<file path="src/pkg/ctl_regs_pkg.sv">
// constants for the host control register bank of the audio processor
package ctl_regs_pkg;
   localparam int          ADDR_W           = 12;
   localparam int          DATA_W           = 32;
   localparam int          PARAM_W          = 28;
   localparam int          AUX_W            = 12;
   localparam int          AUX_RAW_W        = 8;
   localparam int          NUM_SAVED        = 8;
   localparam int          NUM_PINS         = 12;
   localparam int          NUM_AUX          = 4;
   // register addresses, as printed (word index on the control port)
   localparam logic [11:0] A_SAVED_FIRST    = 12'h800;
   localparam logic [11:0] A_SAVED_LAST     = 12'h807;
   localparam logic [11:0] A_PIN_LEVEL      = 12'h808;
   localparam logic [11:0] A_AUX_FIRST      = 12'h809;
   localparam logic [11:0] A_AUX_LAST       = 12'h80c;
   localparam logic [11:0] A_CORE_CTRL      = 12'h81c;
   localparam logic [11:0] A_RSVD_A         = 12'h81d;
   localparam logic [11:0] A_SER_OUT        = 12'h81e;
   localparam logic [11:0] A_SER_IN         = 12'h81f;
   localparam logic [11:0] A_PIN_CFG_LO     = 12'h820;
   localparam logic [11:0] A_PIN_CFG_HI     = 12'h821;
   localparam logic [11:0] A_AUX_PWR        = 12'h822;
   localparam logic [11:0] A_RSVD_B         = 12'h823;
   localparam logic [11:0] A_AUX_EN         = 12'h824;
   localparam logic [11:0] A_RSVD_C         = 12'h825;
   localparam logic [11:0] A_OSC_OFF        = 12'h826;
   localparam logic [11:0] A_DAC_CFG        = 12'h827;
   // core control fields
   localparam int          B_AUX_PORT_WR    = 8;
   localparam int          B_PIN_PORT_WR    = 7;
   localparam int          B_SAVED_PORT_WR  = 6;
   localparam int          B_SAFELOAD_INIT  = 5;
   localparam logic [15:0] M_CORE_CTRL      = 16'h31ff;
   // writable masks of the remaining registers
   localparam logic [15:0] M_SER_OUT        = 16'h3fff;
   localparam logic [7:0]  M_SER_IN         = 8'h1f;
   localparam logic [15:0] M_AUX_PWR        = 16'h03ef;
   localparam int          B_FILTER_LO      = 8;
   localparam int          B_AUX_CONV_OFF   = 7;
   localparam int          B_AUX_CONV_ON    = 15;
   localparam int          B_OSC_OFF        = 2;
   localparam logic [15:0] M_DAC_CFG        = 16'h0003;
   localparam int          PIN_CFG_W        = 24;
   // reset values
   localparam logic [15:0] RST_CTRL16       = 16'h0000;
   localparam logic [7:0]  RST_CTRL8        = 8'h00;
   // auxiliary result scaling: full-scale raw code maps to 1.0 in 1.11
   localparam logic [7:0]  AUX_FULL_CODE    = 8'hff;
   localparam logic [11:0] AUX_ONE          = 12'h800;
   localparam int          AUX_PAD_LO       = 12;
   localparam int          PARAM_PAD_HI     = 4;
endpackage

</file>
<file path="src/core/dsp_host_control_registers.sv">
// host control register bank: saved parameters, pin levels, aux results, setup
//
// Overview of operation
// - eight saved parameters, 28 bits, top four zero
// - saved words refresh from parameter ram each frame
// - chosen trigger edge starts saving words to eeprom
// - eeprom contents reload saved words after reset
// - saved-word port-write mode takes host writes instead
// - pin levels writable only in pin port-write mode
// - pin level outputs update once per frame
// - one result register per auxiliary converter channel
// - eight bits unfiltered, twelve bits when filtered
// - result seen as 1.11 inside zero-padded 5.23
// - raw full-scale code 255 gives exactly 1.0
// - aux port-write mode accepts host result writes
// - result in bits 11:0, upper bits read zero
// - core control holds mode bits 13:12 and 8:0
// - aux/power control: filter 9:8, power-downs 7:5,3:0
// - aux enable register holds only bit 15
// - oscillator power-down register holds only bit 2
// - serial output control, top two bits zero
// - serial input control, eight bits, top three zero
// - two 24-bit pin config registers, nibble per pin
`timescale 1ns/1ps
`default_nettype none
module dsp_host_control_registers
   import ctl_regs_pkg::*;
#(
   parameter int NUM_SAVED_P = ctl_regs_pkg::NUM_SAVED,
   parameter int NUM_PINS_P  = ctl_regs_pkg::NUM_PINS,
   parameter int NUM_AUX_P   = ctl_regs_pkg::NUM_AUX
) (
   input  wire logic                                          clk,
   input  wire logic                                          clk_en,
   input  wire logic                                          reset,
   input  wire logic [ctl_regs_pkg::ADDR_W-1:0]               reg_addr,
   input  wire logic                                          reg_wr,
   input  wire logic [ctl_regs_pkg::DATA_W-1:0]               reg_wdata,
   input  wire logic                                          reg_rd,
   output logic      [ctl_regs_pkg::DATA_W-1:0]               reg_rdata,
   input  wire logic                                          frame_clk,
   input  wire logic [NUM_SAVED_P-1:0][ctl_regs_pkg::PARAM_W-1:0] param_ram_word,
   input  wire logic                                          save_trigger,
   input  wire logic                                          save_on_rising,
   output logic                                               save_start,
   output logic      [NUM_SAVED_P-1:0][ctl_regs_pkg::PARAM_W-1:0] save_words,
   input  wire logic                                          restore_valid,
   input  wire logic [2:0]                                    restore_index,
   input  wire logic [ctl_regs_pkg::PARAM_W-1:0]              restore_word,
   input  wire logic [NUM_PINS_P-1:0]                         multipurpose_pin_in,
   output logic      [NUM_PINS_P-1:0]                         multipurpose_pin_levels,
   input  wire logic [NUM_AUX_P-1:0][ctl_regs_pkg::AUX_RAW_W-1:0] aux_raw_code,
   input  wire logic [NUM_AUX_P-1:0][ctl_regs_pkg::AUX_W-1:0] aux_filtered_code,
   output logic      [NUM_AUX_P-1:0][ctl_regs_pkg::PARAM_W-1:0] aux_param_word,
   output logic      [15:0]                                   core_control,
   output logic      [15:0]                                   serial_out_control,
   output logic      [7:0]                                    serial_in_control,
   output logic      [2*ctl_regs_pkg::PIN_CFG_W-1:0]          pin_config,
   output logic      [1:0]                                    aux_filter_select,
   output logic      [15:0]                                   aux_and_power_control,
   output logic                                               aux_converter_on,
   output logic                                               oscillator_off,
   output logic      [15:0]                                   dac_config
);
   import ctl_regs_pkg::*;

   if (NUM_SAVED_P != NUM_SAVED || NUM_PINS_P != NUM_PINS || NUM_AUX_P != NUM_AUX) begin : g_chk
      $error("register map is fixed at eight saved words, twelve pins, four channels");
   end

   typedef struct packed {
      logic                                     fr_s1;
      logic                                     fr_s2;
      logic                                     fr_prev;
      logic                                     tr_s1;
      logic                                     tr_s2;
      logic                                     tr_prev;
      logic [NUM_PINS-1:0]                      mp_s1;
      logic [NUM_PINS-1:0]                      mp_s2;
      logic [NUM_SAVED-1:0][PARAM_W-1:0]        saved;
      logic [NUM_SAVED-1:0][PARAM_W-1:0]        snap;
      logic                                     save_start;
      logic [NUM_PINS-1:0]                      pin_lvl;
      logic [NUM_PINS-1:0]                      pin_out;
      logic [NUM_AUX-1:0][AUX_W-1:0]            aux;
      logic [15:0]                              core;
      logic [15:0]                              ser_out;
      logic [7:0]                               ser_in;
      logic [1:0][PIN_CFG_W-1:0]                pin_cfg;
      logic [15:0]                              aux_pwr;
      logic                                     aux_on;
      logic                                     osc_off;
      logic [15:0]                              dac;
      logic [DATA_W-1:0]                        rdata;
   } regs_s;

   regs_s st_ff;
   regs_s nxt_st;
   logic  frame_tick;
   logic  save_edge;
   logic  hwr;

   // unfiltered code is scaled by 8 so 255 must be pinned to 1.0 explicitly
   function automatic logic [AUX_W-1:0] aux_scale(input logic [1:0]           filt,
                                                 input logic [AUX_RAW_W-1:0] raw,
                                                 input logic [AUX_W-1:0]     fil);
      logic [AUX_W-1:0] v;
      v = '0;
      if (filt != 2'b00) begin
         v = (fil > AUX_ONE) ? AUX_ONE : fil;
      end else if (raw == AUX_FULL_CODE) begin
         v = AUX_ONE;
      end else begin
         v = {1'b0, raw, 3'b000};
      end
      return v;
   endfunction

   // synchronised frame clock: first stage is read only by the second
   assign frame_tick = st_ff.fr_s2 & ~st_ff.fr_prev;
   assign save_edge  = save_on_rising ? (st_ff.tr_s2 & ~st_ff.tr_prev)
                                      : (~st_ff.tr_s2 & st_ff.tr_prev);
   assign hwr        = clk_en & reg_wr;

   always_comb begin
      nxt_st            = st_ff;
      nxt_st.fr_s1      = frame_clk;
      nxt_st.fr_s2      = st_ff.fr_s1;
      nxt_st.fr_prev    = st_ff.fr_s2;
      nxt_st.tr_s1      = save_trigger;
      nxt_st.tr_s2      = st_ff.tr_s1;
      nxt_st.tr_prev    = st_ff.tr_s2;
      nxt_st.mp_s1      = multipurpose_pin_in;
      nxt_st.mp_s2      = st_ff.mp_s1;
      nxt_st.save_start = 1'b0;
      if (save_edge) begin
         nxt_st.save_start = 1'b1;
         nxt_st.snap       = st_ff.saved;
      end
      if (frame_tick) begin
         if (!st_ff.core[B_SAVED_PORT_WR]) begin
            nxt_st.saved = param_ram_word;
         end
         if (!st_ff.core[B_PIN_PORT_WR]) begin
            nxt_st.pin_lvl = st_ff.mp_s2;
         end
         nxt_st.pin_out = st_ff.pin_lvl;
         if (!st_ff.core[B_AUX_PORT_WR]) begin
            for (int i = 0; i < NUM_AUX; i++) begin
               nxt_st.aux[i] = aux_scale(st_ff.aux_pwr[B_FILTER_LO +: 2],
                                         aux_raw_code[i], aux_filtered_code[i]);
            end
         end
      end
      if (reg_wr) begin
         if (reg_addr >= A_SAVED_FIRST && reg_addr <= A_SAVED_LAST) begin
            if (st_ff.core[B_SAVED_PORT_WR]) begin
               nxt_st.saved[reg_addr[2:0]] = reg_wdata[PARAM_W-1:0];
            end
         end else if (reg_addr == A_PIN_LEVEL) begin
            if (st_ff.core[B_PIN_PORT_WR]) begin
               nxt_st.pin_lvl = reg_wdata[NUM_PINS-1:0];
            end
         end else if (reg_addr >= A_AUX_FIRST && reg_addr <= A_AUX_LAST) begin
            if (st_ff.core[B_AUX_PORT_WR]) begin
               nxt_st.aux[2'(reg_addr - A_AUX_FIRST)] = reg_wdata[AUX_W-1:0];
            end
         end else begin
            case (reg_addr)
               A_CORE_CTRL:  nxt_st.core    = reg_wdata[15:0] & M_CORE_CTRL;
               A_SER_OUT:    nxt_st.ser_out = reg_wdata[15:0] & M_SER_OUT;
               A_SER_IN:     nxt_st.ser_in  = reg_wdata[7:0] & M_SER_IN;
               A_PIN_CFG_LO: nxt_st.pin_cfg[0] = reg_wdata[PIN_CFG_W-1:0];
               A_PIN_CFG_HI: nxt_st.pin_cfg[1] = reg_wdata[PIN_CFG_W-1:0];
               A_AUX_PWR:    nxt_st.aux_pwr = reg_wdata[15:0] & M_AUX_PWR;
               A_AUX_EN:     nxt_st.aux_on  = reg_wdata[B_AUX_CONV_ON];
               A_OSC_OFF:    nxt_st.osc_off = reg_wdata[B_OSC_OFF];
               A_DAC_CFG:    nxt_st.dac     = reg_wdata[15:0] & M_DAC_CFG;
               default: begin
               end
            endcase
         end
      end
      // boot loader restores last, so a restored word beats a same-cycle refresh
      if (restore_valid) begin
         nxt_st.saved[restore_index] = restore_word;
      end
      if (reg_rd) begin
         nxt_st.rdata = '0;
         if (reg_addr >= A_SAVED_FIRST && reg_addr <= A_SAVED_LAST) begin
            nxt_st.rdata = {{PARAM_PAD_HI{1'b0}}, st_ff.saved[reg_addr[2:0]]};
         end else if (reg_addr >= A_AUX_FIRST && reg_addr <= A_AUX_LAST) begin
            nxt_st.rdata = {20'h00000, st_ff.aux[2'(reg_addr - A_AUX_FIRST)]};
         end else begin
            case (reg_addr)
               A_PIN_LEVEL:  nxt_st.rdata = {20'h00000, st_ff.pin_lvl};
               A_CORE_CTRL:  nxt_st.rdata = {16'h0000, st_ff.core};
               A_SER_OUT:    nxt_st.rdata = {16'h0000, st_ff.ser_out};
               A_SER_IN:     nxt_st.rdata = {24'h000000, st_ff.ser_in};
               A_PIN_CFG_LO: nxt_st.rdata = {8'h00, st_ff.pin_cfg[0]};
               A_PIN_CFG_HI: nxt_st.rdata = {8'h00, st_ff.pin_cfg[1]};
               A_AUX_PWR:    nxt_st.rdata = {16'h0000, st_ff.aux_pwr};
               A_AUX_EN:     nxt_st.rdata = {16'h0000, st_ff.aux_on, 15'h0000};
               A_OSC_OFF:    nxt_st.rdata = {29'h00000000, st_ff.osc_off, 2'b00};
               A_DAC_CFG:    nxt_st.rdata = {16'h0000, st_ff.dac};
               default:      nxt_st.rdata = '0;
            endcase
         end
      end
   end

   always_ff @(posedge clk) begin
      if (reset) begin
         st_ff <= '0;
      end else if (clk_en) begin
         st_ff <= nxt_st;
      end
   end

   assign reg_rdata               = st_ff.rdata;
   assign save_start              = st_ff.save_start;
   assign save_words              = st_ff.snap;
   assign multipurpose_pin_levels = st_ff.pin_out;
   assign core_control            = st_ff.core;
   assign serial_out_control      = st_ff.ser_out;
   assign serial_in_control       = st_ff.ser_in;
   assign pin_config              = st_ff.pin_cfg;
   assign aux_filter_select       = st_ff.aux_pwr[B_FILTER_LO +: 2];
   assign aux_and_power_control   = st_ff.aux_pwr;
   assign aux_converter_on        = st_ff.aux_on;
   assign oscillator_off          = st_ff.osc_off;
   assign dac_config              = st_ff.dac;

   // dsp sees 4 zero msbs, the 1.11 result, then 12 zero lsbs
   for (genvar g = 0; g < NUM_AUX; g++) begin : g_aux
      assign aux_param_word[g] = {{PARAM_PAD_HI{1'b0}}, st_ff.aux[g],
                                  {AUX_PAD_LO{1'b0}}};
   end

   a_saved_top_zero: assert property (@(posedge clk) disable iff (reset)
      (clk_en && reg_rd && reg_addr == A_SAVED_FIRST) |=> reg_rdata[31:28] == 4'h0)
      else $error("saved parameter read shows nonzero top bits");

   a_saved_refresh: assert property (@(posedge clk) disable iff (reset)
      (clk_en && frame_tick && !core_control[B_SAVED_PORT_WR] && !restore_valid && !reg_wr)
      |=> st_ff.saved == $past(param_ram_word))
      else $error("saved words not refreshed on frame tick");

   a_save_pulse: assert property (@(posedge clk) disable iff (reset)
      (clk_en && save_edge) |=> (save_start && save_words == $past(st_ff.saved)))
      else $error("trigger edge did not start a save");

   a_port_write_saved: assert property (@(posedge clk) disable iff (reset)
      (hwr && reg_addr == A_SAVED_FIRST && core_control[B_SAVED_PORT_WR] && !restore_valid)
      |=> st_ff.saved[0] == $past(reg_wdata[27:0]))
      else $error("host write to saved word lost in port-write mode");

   a_pin_write_lock: assert property (@(posedge clk) disable iff (reset)
      (hwr && reg_addr == A_PIN_LEVEL && !core_control[B_PIN_PORT_WR] && !frame_tick)
      |=> $stable(st_ff.pin_lvl))
      else $error("pin level changed by host outside port-write mode");

   a_pin_once_frame: assert property (@(posedge clk) disable iff (reset)
      (clk_en && !frame_tick) |=> $stable(multipurpose_pin_levels))
      else $error("pin outputs changed between frame ticks");

   a_aux_full_scale: assert property (@(posedge clk) disable iff (reset)
      (clk_en && frame_tick && !core_control[B_AUX_PORT_WR] && aux_filter_select == 2'b00
       && aux_raw_code[0] == AUX_FULL_CODE && !reg_wr)
      |=> aux_param_word[0] == 28'h0800000)
      else $error("full-scale aux code did not map to 1.0");

   a_aux_read_zero: assert property (@(posedge clk) disable iff (reset)
      (clk_en && reg_rd && reg_addr == A_AUX_FIRST) |=> reg_rdata[31:12] == 20'h00000)
      else $error("aux result read shows bits above 11");

   a_core_write: assert property (@(posedge clk) disable iff (reset)
      (hwr && reg_addr == A_CORE_CTRL) |=> core_control == ($past(reg_wdata[15:0]) & 16'h31ff))
      else $error("core control write not stored with its mask");
endmodule // dsp_host_control_registers
`default_nettype wire

</file>
<file path="config.mk">
export PLATFORM = sky130hd
export DESIGN_NAME = dsp_host_control_registers
export DESIGN_NICKNAME = d
export VERILOG_FILES = /design/src/pkg/ctl_regs_pkg.sv /design/src/core/dsp_host_control_registers.sv
export SDC_FILE = /design/constraint.sdc
export NUM_CORES = 2
export LEC_CHECK = 0
export ABC_CLOCK_PERIOD_IN_PS = 7100
export BUFFER_PORTS_ARGS = -buffer_cell sky130_fd_sc_hd__clkbuf_2
export CORE_AREA = 10 10 343 345
export CTS_CLUSTER_SIZE = 40
export DETAILED_ROUTE_END_ITERATION = 12
export DIE_AREA = 0 0 353 355
export PLACE_DENSITY_LB_ADDON = 0.1
export SLEW_MARGIN = 20
export SYNTH_ARGS = -nofsm -noshare
export SYNTH_HDL_FRONTEND = slang
export SYNTH_SLANG_ARGS = --single-unit
</file>
<file path="constraint.sdc">
create_clock -name clk -period 7.1 [get_ports clk]
set_input_delay 1.42 -clock clk [delete_from_list [all_inputs] [get_ports clk]]
set_output_delay 1.42 -clock clk [all_outputs]
set_load 0.01 [all_outputs]
</file>
# Word level (Yosys, flattened, before mapping)
# Index checks and enable logic that the tools add are counted.
# Widths: inputs -> output; s select.
op_classes:
  add_sub_neg: 1
  order_cmp: 14
  n_eq_ne: 14
  muxes: 58
  n_bitwise: 9
  n_reduce_logical: 18
op_table:
  columns: ["op", "count"]
  rows:
  - ["$mux 224", 6]
  - ["$mux 170", 3]
  - ["$bwmux 224", 2]
  - ["$pmux 24 s10", 1]
  - ["$mux 12", 19]
  - ["$demux 28 s3", 2]
  - ["$mux 48", 3]
  - ["$eq 12x12->1 const B", 10]
  - ["$mux 120", 1]
  - ["$mux 28", 4]
  - ["$bmux 28 s3", 1]
  - ["$mux 24", 3]
  - ["$mux 72", 1]
  - ["$reduce_and 6->1", 9]
  - ["$bwmux 48", 1]
  - ["$gt 12x12->1 const B", 4]
  - ["$eq 8x8->1 const B", 4]
  - ["$mux 14", 2]
  - ["$bmux 12 s2", 1]
  - ["$demux 12 s2", 1]
  - ["$ge 12x12->1 const B", 2]
  - ["$le 12x12->1 const B", 2]
  - ["$mux 10", 1]
  - ["$lt 3x4->1 const B", 2]
  - ["other kinds (12)", 29]
word_totals:
  ff_bits: 674
  inputBits: 400
  out_inout_bits: 505
  wordCells: 155

# Longest topological paths before layout
logic_depth:
  ltp_word: 11
  ltp_mapped: 11
  depth_no_buf: 7

# Worst setup path after synthesis
# OpenSTA, ideal clock, no wires.
synth_timing:
  path_kind: "input to register"
  from: "in reg_addr[0] in the netlist's numbering"
  to: "reg st_ff, in the netlist pin_config[3]"
  setup_time_ps: 125
  arrival_ps: 3899
  required_time_ps: 6975
  slack_ps: 3076
  cell_stages: 10
  path_buffers: 3
  path_cell_list: "inv_1 buf_1 ha_1 or4bb_1 nor4_4 nor3_4 and3_1 buf_6 buf_8 mux2i_1"
synth_via:
  elab_chain_cells: 4
  elab_cells_between_ends: 12
  cone_classes: "4 x order compare; 2 x eq/ne; 3 x bitwise; 3 x reduce/logical"
synth_rtl:
  columns: ["element", "line", "source"]
  rows:
  - ["start, declared", "dsp_host_control_registers.sv:36", "input wire logic [ctl_regs_pkg::ADDR_W-1:0] reg_addr,"]
  - ["$ge 12x12->1, or another cell as far along", "dsp_host_control_registers.sv:164", "end else if (reg_addr >= A_AUX_FIRST && reg_addr <= A_AUX_LAST) begin"]
  - ["$logic_and 1x1->1, on equally long branches", "dsp_host_control_registers.sv:164, dsp_host_control_registers.sv:156", null]
  - ["$not 1->1 (no source line)", null, null]
  - ["$reduce_and 6->1 (no source line) *", null, null]
  - ["end signal, assigned", "dsp_host_control_registers.sv:216", "st_ff <= nxt_st;"]
  - ["end, declared", "dsp_host_control_registers.sv:97", "regs_s st_ff;"]
# Mark *: on every way between the ends. The rest lies on a longest branch, timed or not.
# A chain may end at the register's enable or synchronous reset.

# Worst setup path in the final report
layout_timing:
  from: "in reg_addr[0] in the netlist's numbering"
  to: "reg st_ff, in the netlist pin_config[35]"
# The elaborated chain is that of the path after synthesis.

==> results.yml <==
synth:
  yosys.area.top_type_share: 0.344
  yosys-top-cells-area: "dfxtp_1, buf_4, mux2i_1"
  yosysSeqAreaShare: 0.344
  synth_enable_flop_cells: 0
  yosysTopAreaCell: "dfxtp_1"
  syn-instance-count: 4762
  async_reset_ff_frac: 0
  netlist_area_um2: 39000
  ys.flop_type: "dfxtp_1"
  ys_seq_elements: 670
  ys_types: 76
  syn_avg_cell_area_um2: 8.19
  yosys_warnings: 0
global_routing:
  antenna_found_initial: 59
  grt_use_total: 0.320
  first_global_vias: 35600
  grt_pass1_wl_um: 292000
  grt_max_degree: 199
  grt_overflow_total: 0
sta:
  finalSetupViolCount: 0
  rsz0062_at_grt: "no"
  drv_slew: 0
  hold_viol_final: 0
  period_minus_slack_ps: 4550
  whs_ps: 453
  finalSetupTns_ps: 0
  fmax_mhz: 220
  relSlewSlack: 0.260
  tightest_slew_ps: 1110
  skew_ps: 32.5
  period_share: 0.641
drt:
  drc: 0
  routed_wl_um: 213000
  drtIter0Drc: 4480
  vias: 37900
  drt-wirelength-per-cell_um: 33.3
  antenna_left: 0
  dr.pass1.iters: 6
  via_per_inst: 5.90
clock_network:
  holdBufCountCts: 0
  postCtsSetupBuffers: 0
  h-tree-depth: 3
  numCtsBuffers: 84
  path_clk_slew_ps: 60
  clock_latency_ps: 680
  cts_resized: 0
  cts-root-buf: "clkbuf_16"
  clock_sinks: 670
  clockBufferDepth: 3
  cts_tree: "built"
min_path:
  holdPathEnd: "save_words[183]"
  hold_depth: 2
  min_from: "save_words[183]"
  min_path_type: "flip-flop to flip-flop"
power_and_ir_drop:
  leakagePower_nw: 16.0
  power_mw: 10.0
  pwr_density_cell_nw_per_um2: 232
  vdd_drop_max_uv: 153
worst_setup_path:
  cp-start-kind: "input port"
  ff2ff_path_depth: 7
  required_ps: 7660
  end_kind: "flip-flop"
  reg2reg_from: "core_control[6]"
  reg2reg_slack_ps: 3780
  rr_endpoint: "st_ff[605]"
  worstPathArrival_ps: 5120
  path_max_fanout: 32
  crit_type: "input port to flip-flop"
layout:
  final_core_utilization: 0.393
  syn_to_final_growth_pct: 11.1
  fillCellCount: 11500
  nets: 5247
  layout_common_cells: "clkbuf_2, nand2_1, dfxtp_1"
  final_common_cell: "clkbuf_2"
  finish.instance_area_um2: 43300
  drive_above_1_share: 0.230
flow_run:
  max_cap_violations: 0
floorplanning:
  die_y_um: 355
  ios: 905
  rows: 122
  start_util: 0.353
  core_um2: 110000
  die-area_um2: 125000
  die_w_um: 353
placed_design:
  routabilityCongestion: 0.912
  hpwl_um: 154000
  io_buffers: 801
  place_area_um2: 40300
outcome:
  status: "completed"
## state kept, by name, summed over array words and instances (netlist names)
| name | cells |
|---|---|
| core_control | 11 |
| reg_rdata | 28 |
| nxt_st | 16 |
| oscillator_off | 1 |
| aux_converter_on | 1 |
| serial_out_control | 14 |
| pin_config | 48 |
| aux_and_power_control | 9 |
| serial_in_control | 5 |
| dac_config | 2 |
| aux_param_word | 48 |
| st_ff | 250 |
| save_start | 1 |
| multipurpose_pin_levels | 12 |
| save_words | 224 |
## worst max-delay path, stage by stage
cell	delay, ps
buf_4	530
inv_1	150
ha_1	230
buf_4	260
nand3_1	140
nor2_1	120
o21ai_0	790
buf_4	300
nand3_2	740
mux2i_1	420
## cells in the mapped netlist (all sizes together) (3+ instances only)
library cell	instances
buf	619
a21o	3
clkbuf	350
dfxtp	670
o21a	5
nand2	779
o211ai	248
a311oi	241
o21ai	235
and3	21
mux4	68
a211oi	34
a21oi	276
o41ai	5
o22ai	14
o221ai	11
a222oi	19
a221o	9
and3b	4
nor3	28
mux2i	365
a221oi	30
a22oi	10
or3	17
a2111oi	4
nand4	20
nand2b	130
nand3b	12
o32ai	14
nor4	15
nand3	46
inv	8
nor3b	7
nor2	353
a31oi	8
or3b	15
ha	7
and2	6
nor2b	6
a22o	6
or2	10
o2111ai	9
## logic make-up after synthesis
| family | Yosys count | synth area share |
|---|---|---|
| AO/OA/AOI/OAI | 1193 | 0.209 |
| adder cells (fa/ha/maj) | 7 | 0.00225 |
| buffers and inverters | 977 | 0.145 |
| flip-flops | 670 | 0.344 |
| multiplexers | 435 | 0.133 |
| other | 1 | 0.0000961 |
| AND/OR/NAND/NOR | 1479 | 0.166 |
## per-stage QoR
step / setup slack, ps / cells
after CTS: 2600 / 6396
after floorplan: 3080 / 4860
after detailed placement: 1940 / 6242
final: 2550 / 6415
after global placement: 2020 / 6242
after global routing: 2330 / 6411
## area by class of cell
class	instances	area, um^2	area share
flip-flops and latches	670	13400	0.309
repair buffers	863	4590	0.106
clock buffers	124	2520	0.0581
diodes	19	47.5	0.00110
clock inverters	30	473	0.0109
inverters	8	30.0	0.000693
multi-input cells	3213	20400	0.471
well taps	1488	1860	0.0430
## worst max path at each step
stage                           to        start  slack, ps
floorplan            pin_config[3]  reg_addr[0]       3080
global placement    pin_config[45]  reg_addr[0]       2020
detailed placement  pin_config[35]  reg_addr[0]       1940
CTS                 pin_config[35]  reg_addr[0]       2600
global route        pin_config[34]  reg_addr[0]       2330
finish              pin_config[35]  reg_addr[0]       2550
## report_power, final
part           switching [mW]  internal, mW
combinational           0.787         0.422
clock                    1.88          2.86
sequential              0.211          3.88
total                    2.88          7.16
## routing by layer
metal	vias to the layer above	routed length, um	part of all wire	global-route usage
li1	16700	-	-	-
met1	18800	89200	0.42	0.423
met2	2011	92100	0.43	0.476
met3	384	22400	0.10	0.0998
met4	44	9530	0.045	0.140
met5	-	294	0.0014	0
Power figures use the tool's default switching activity.
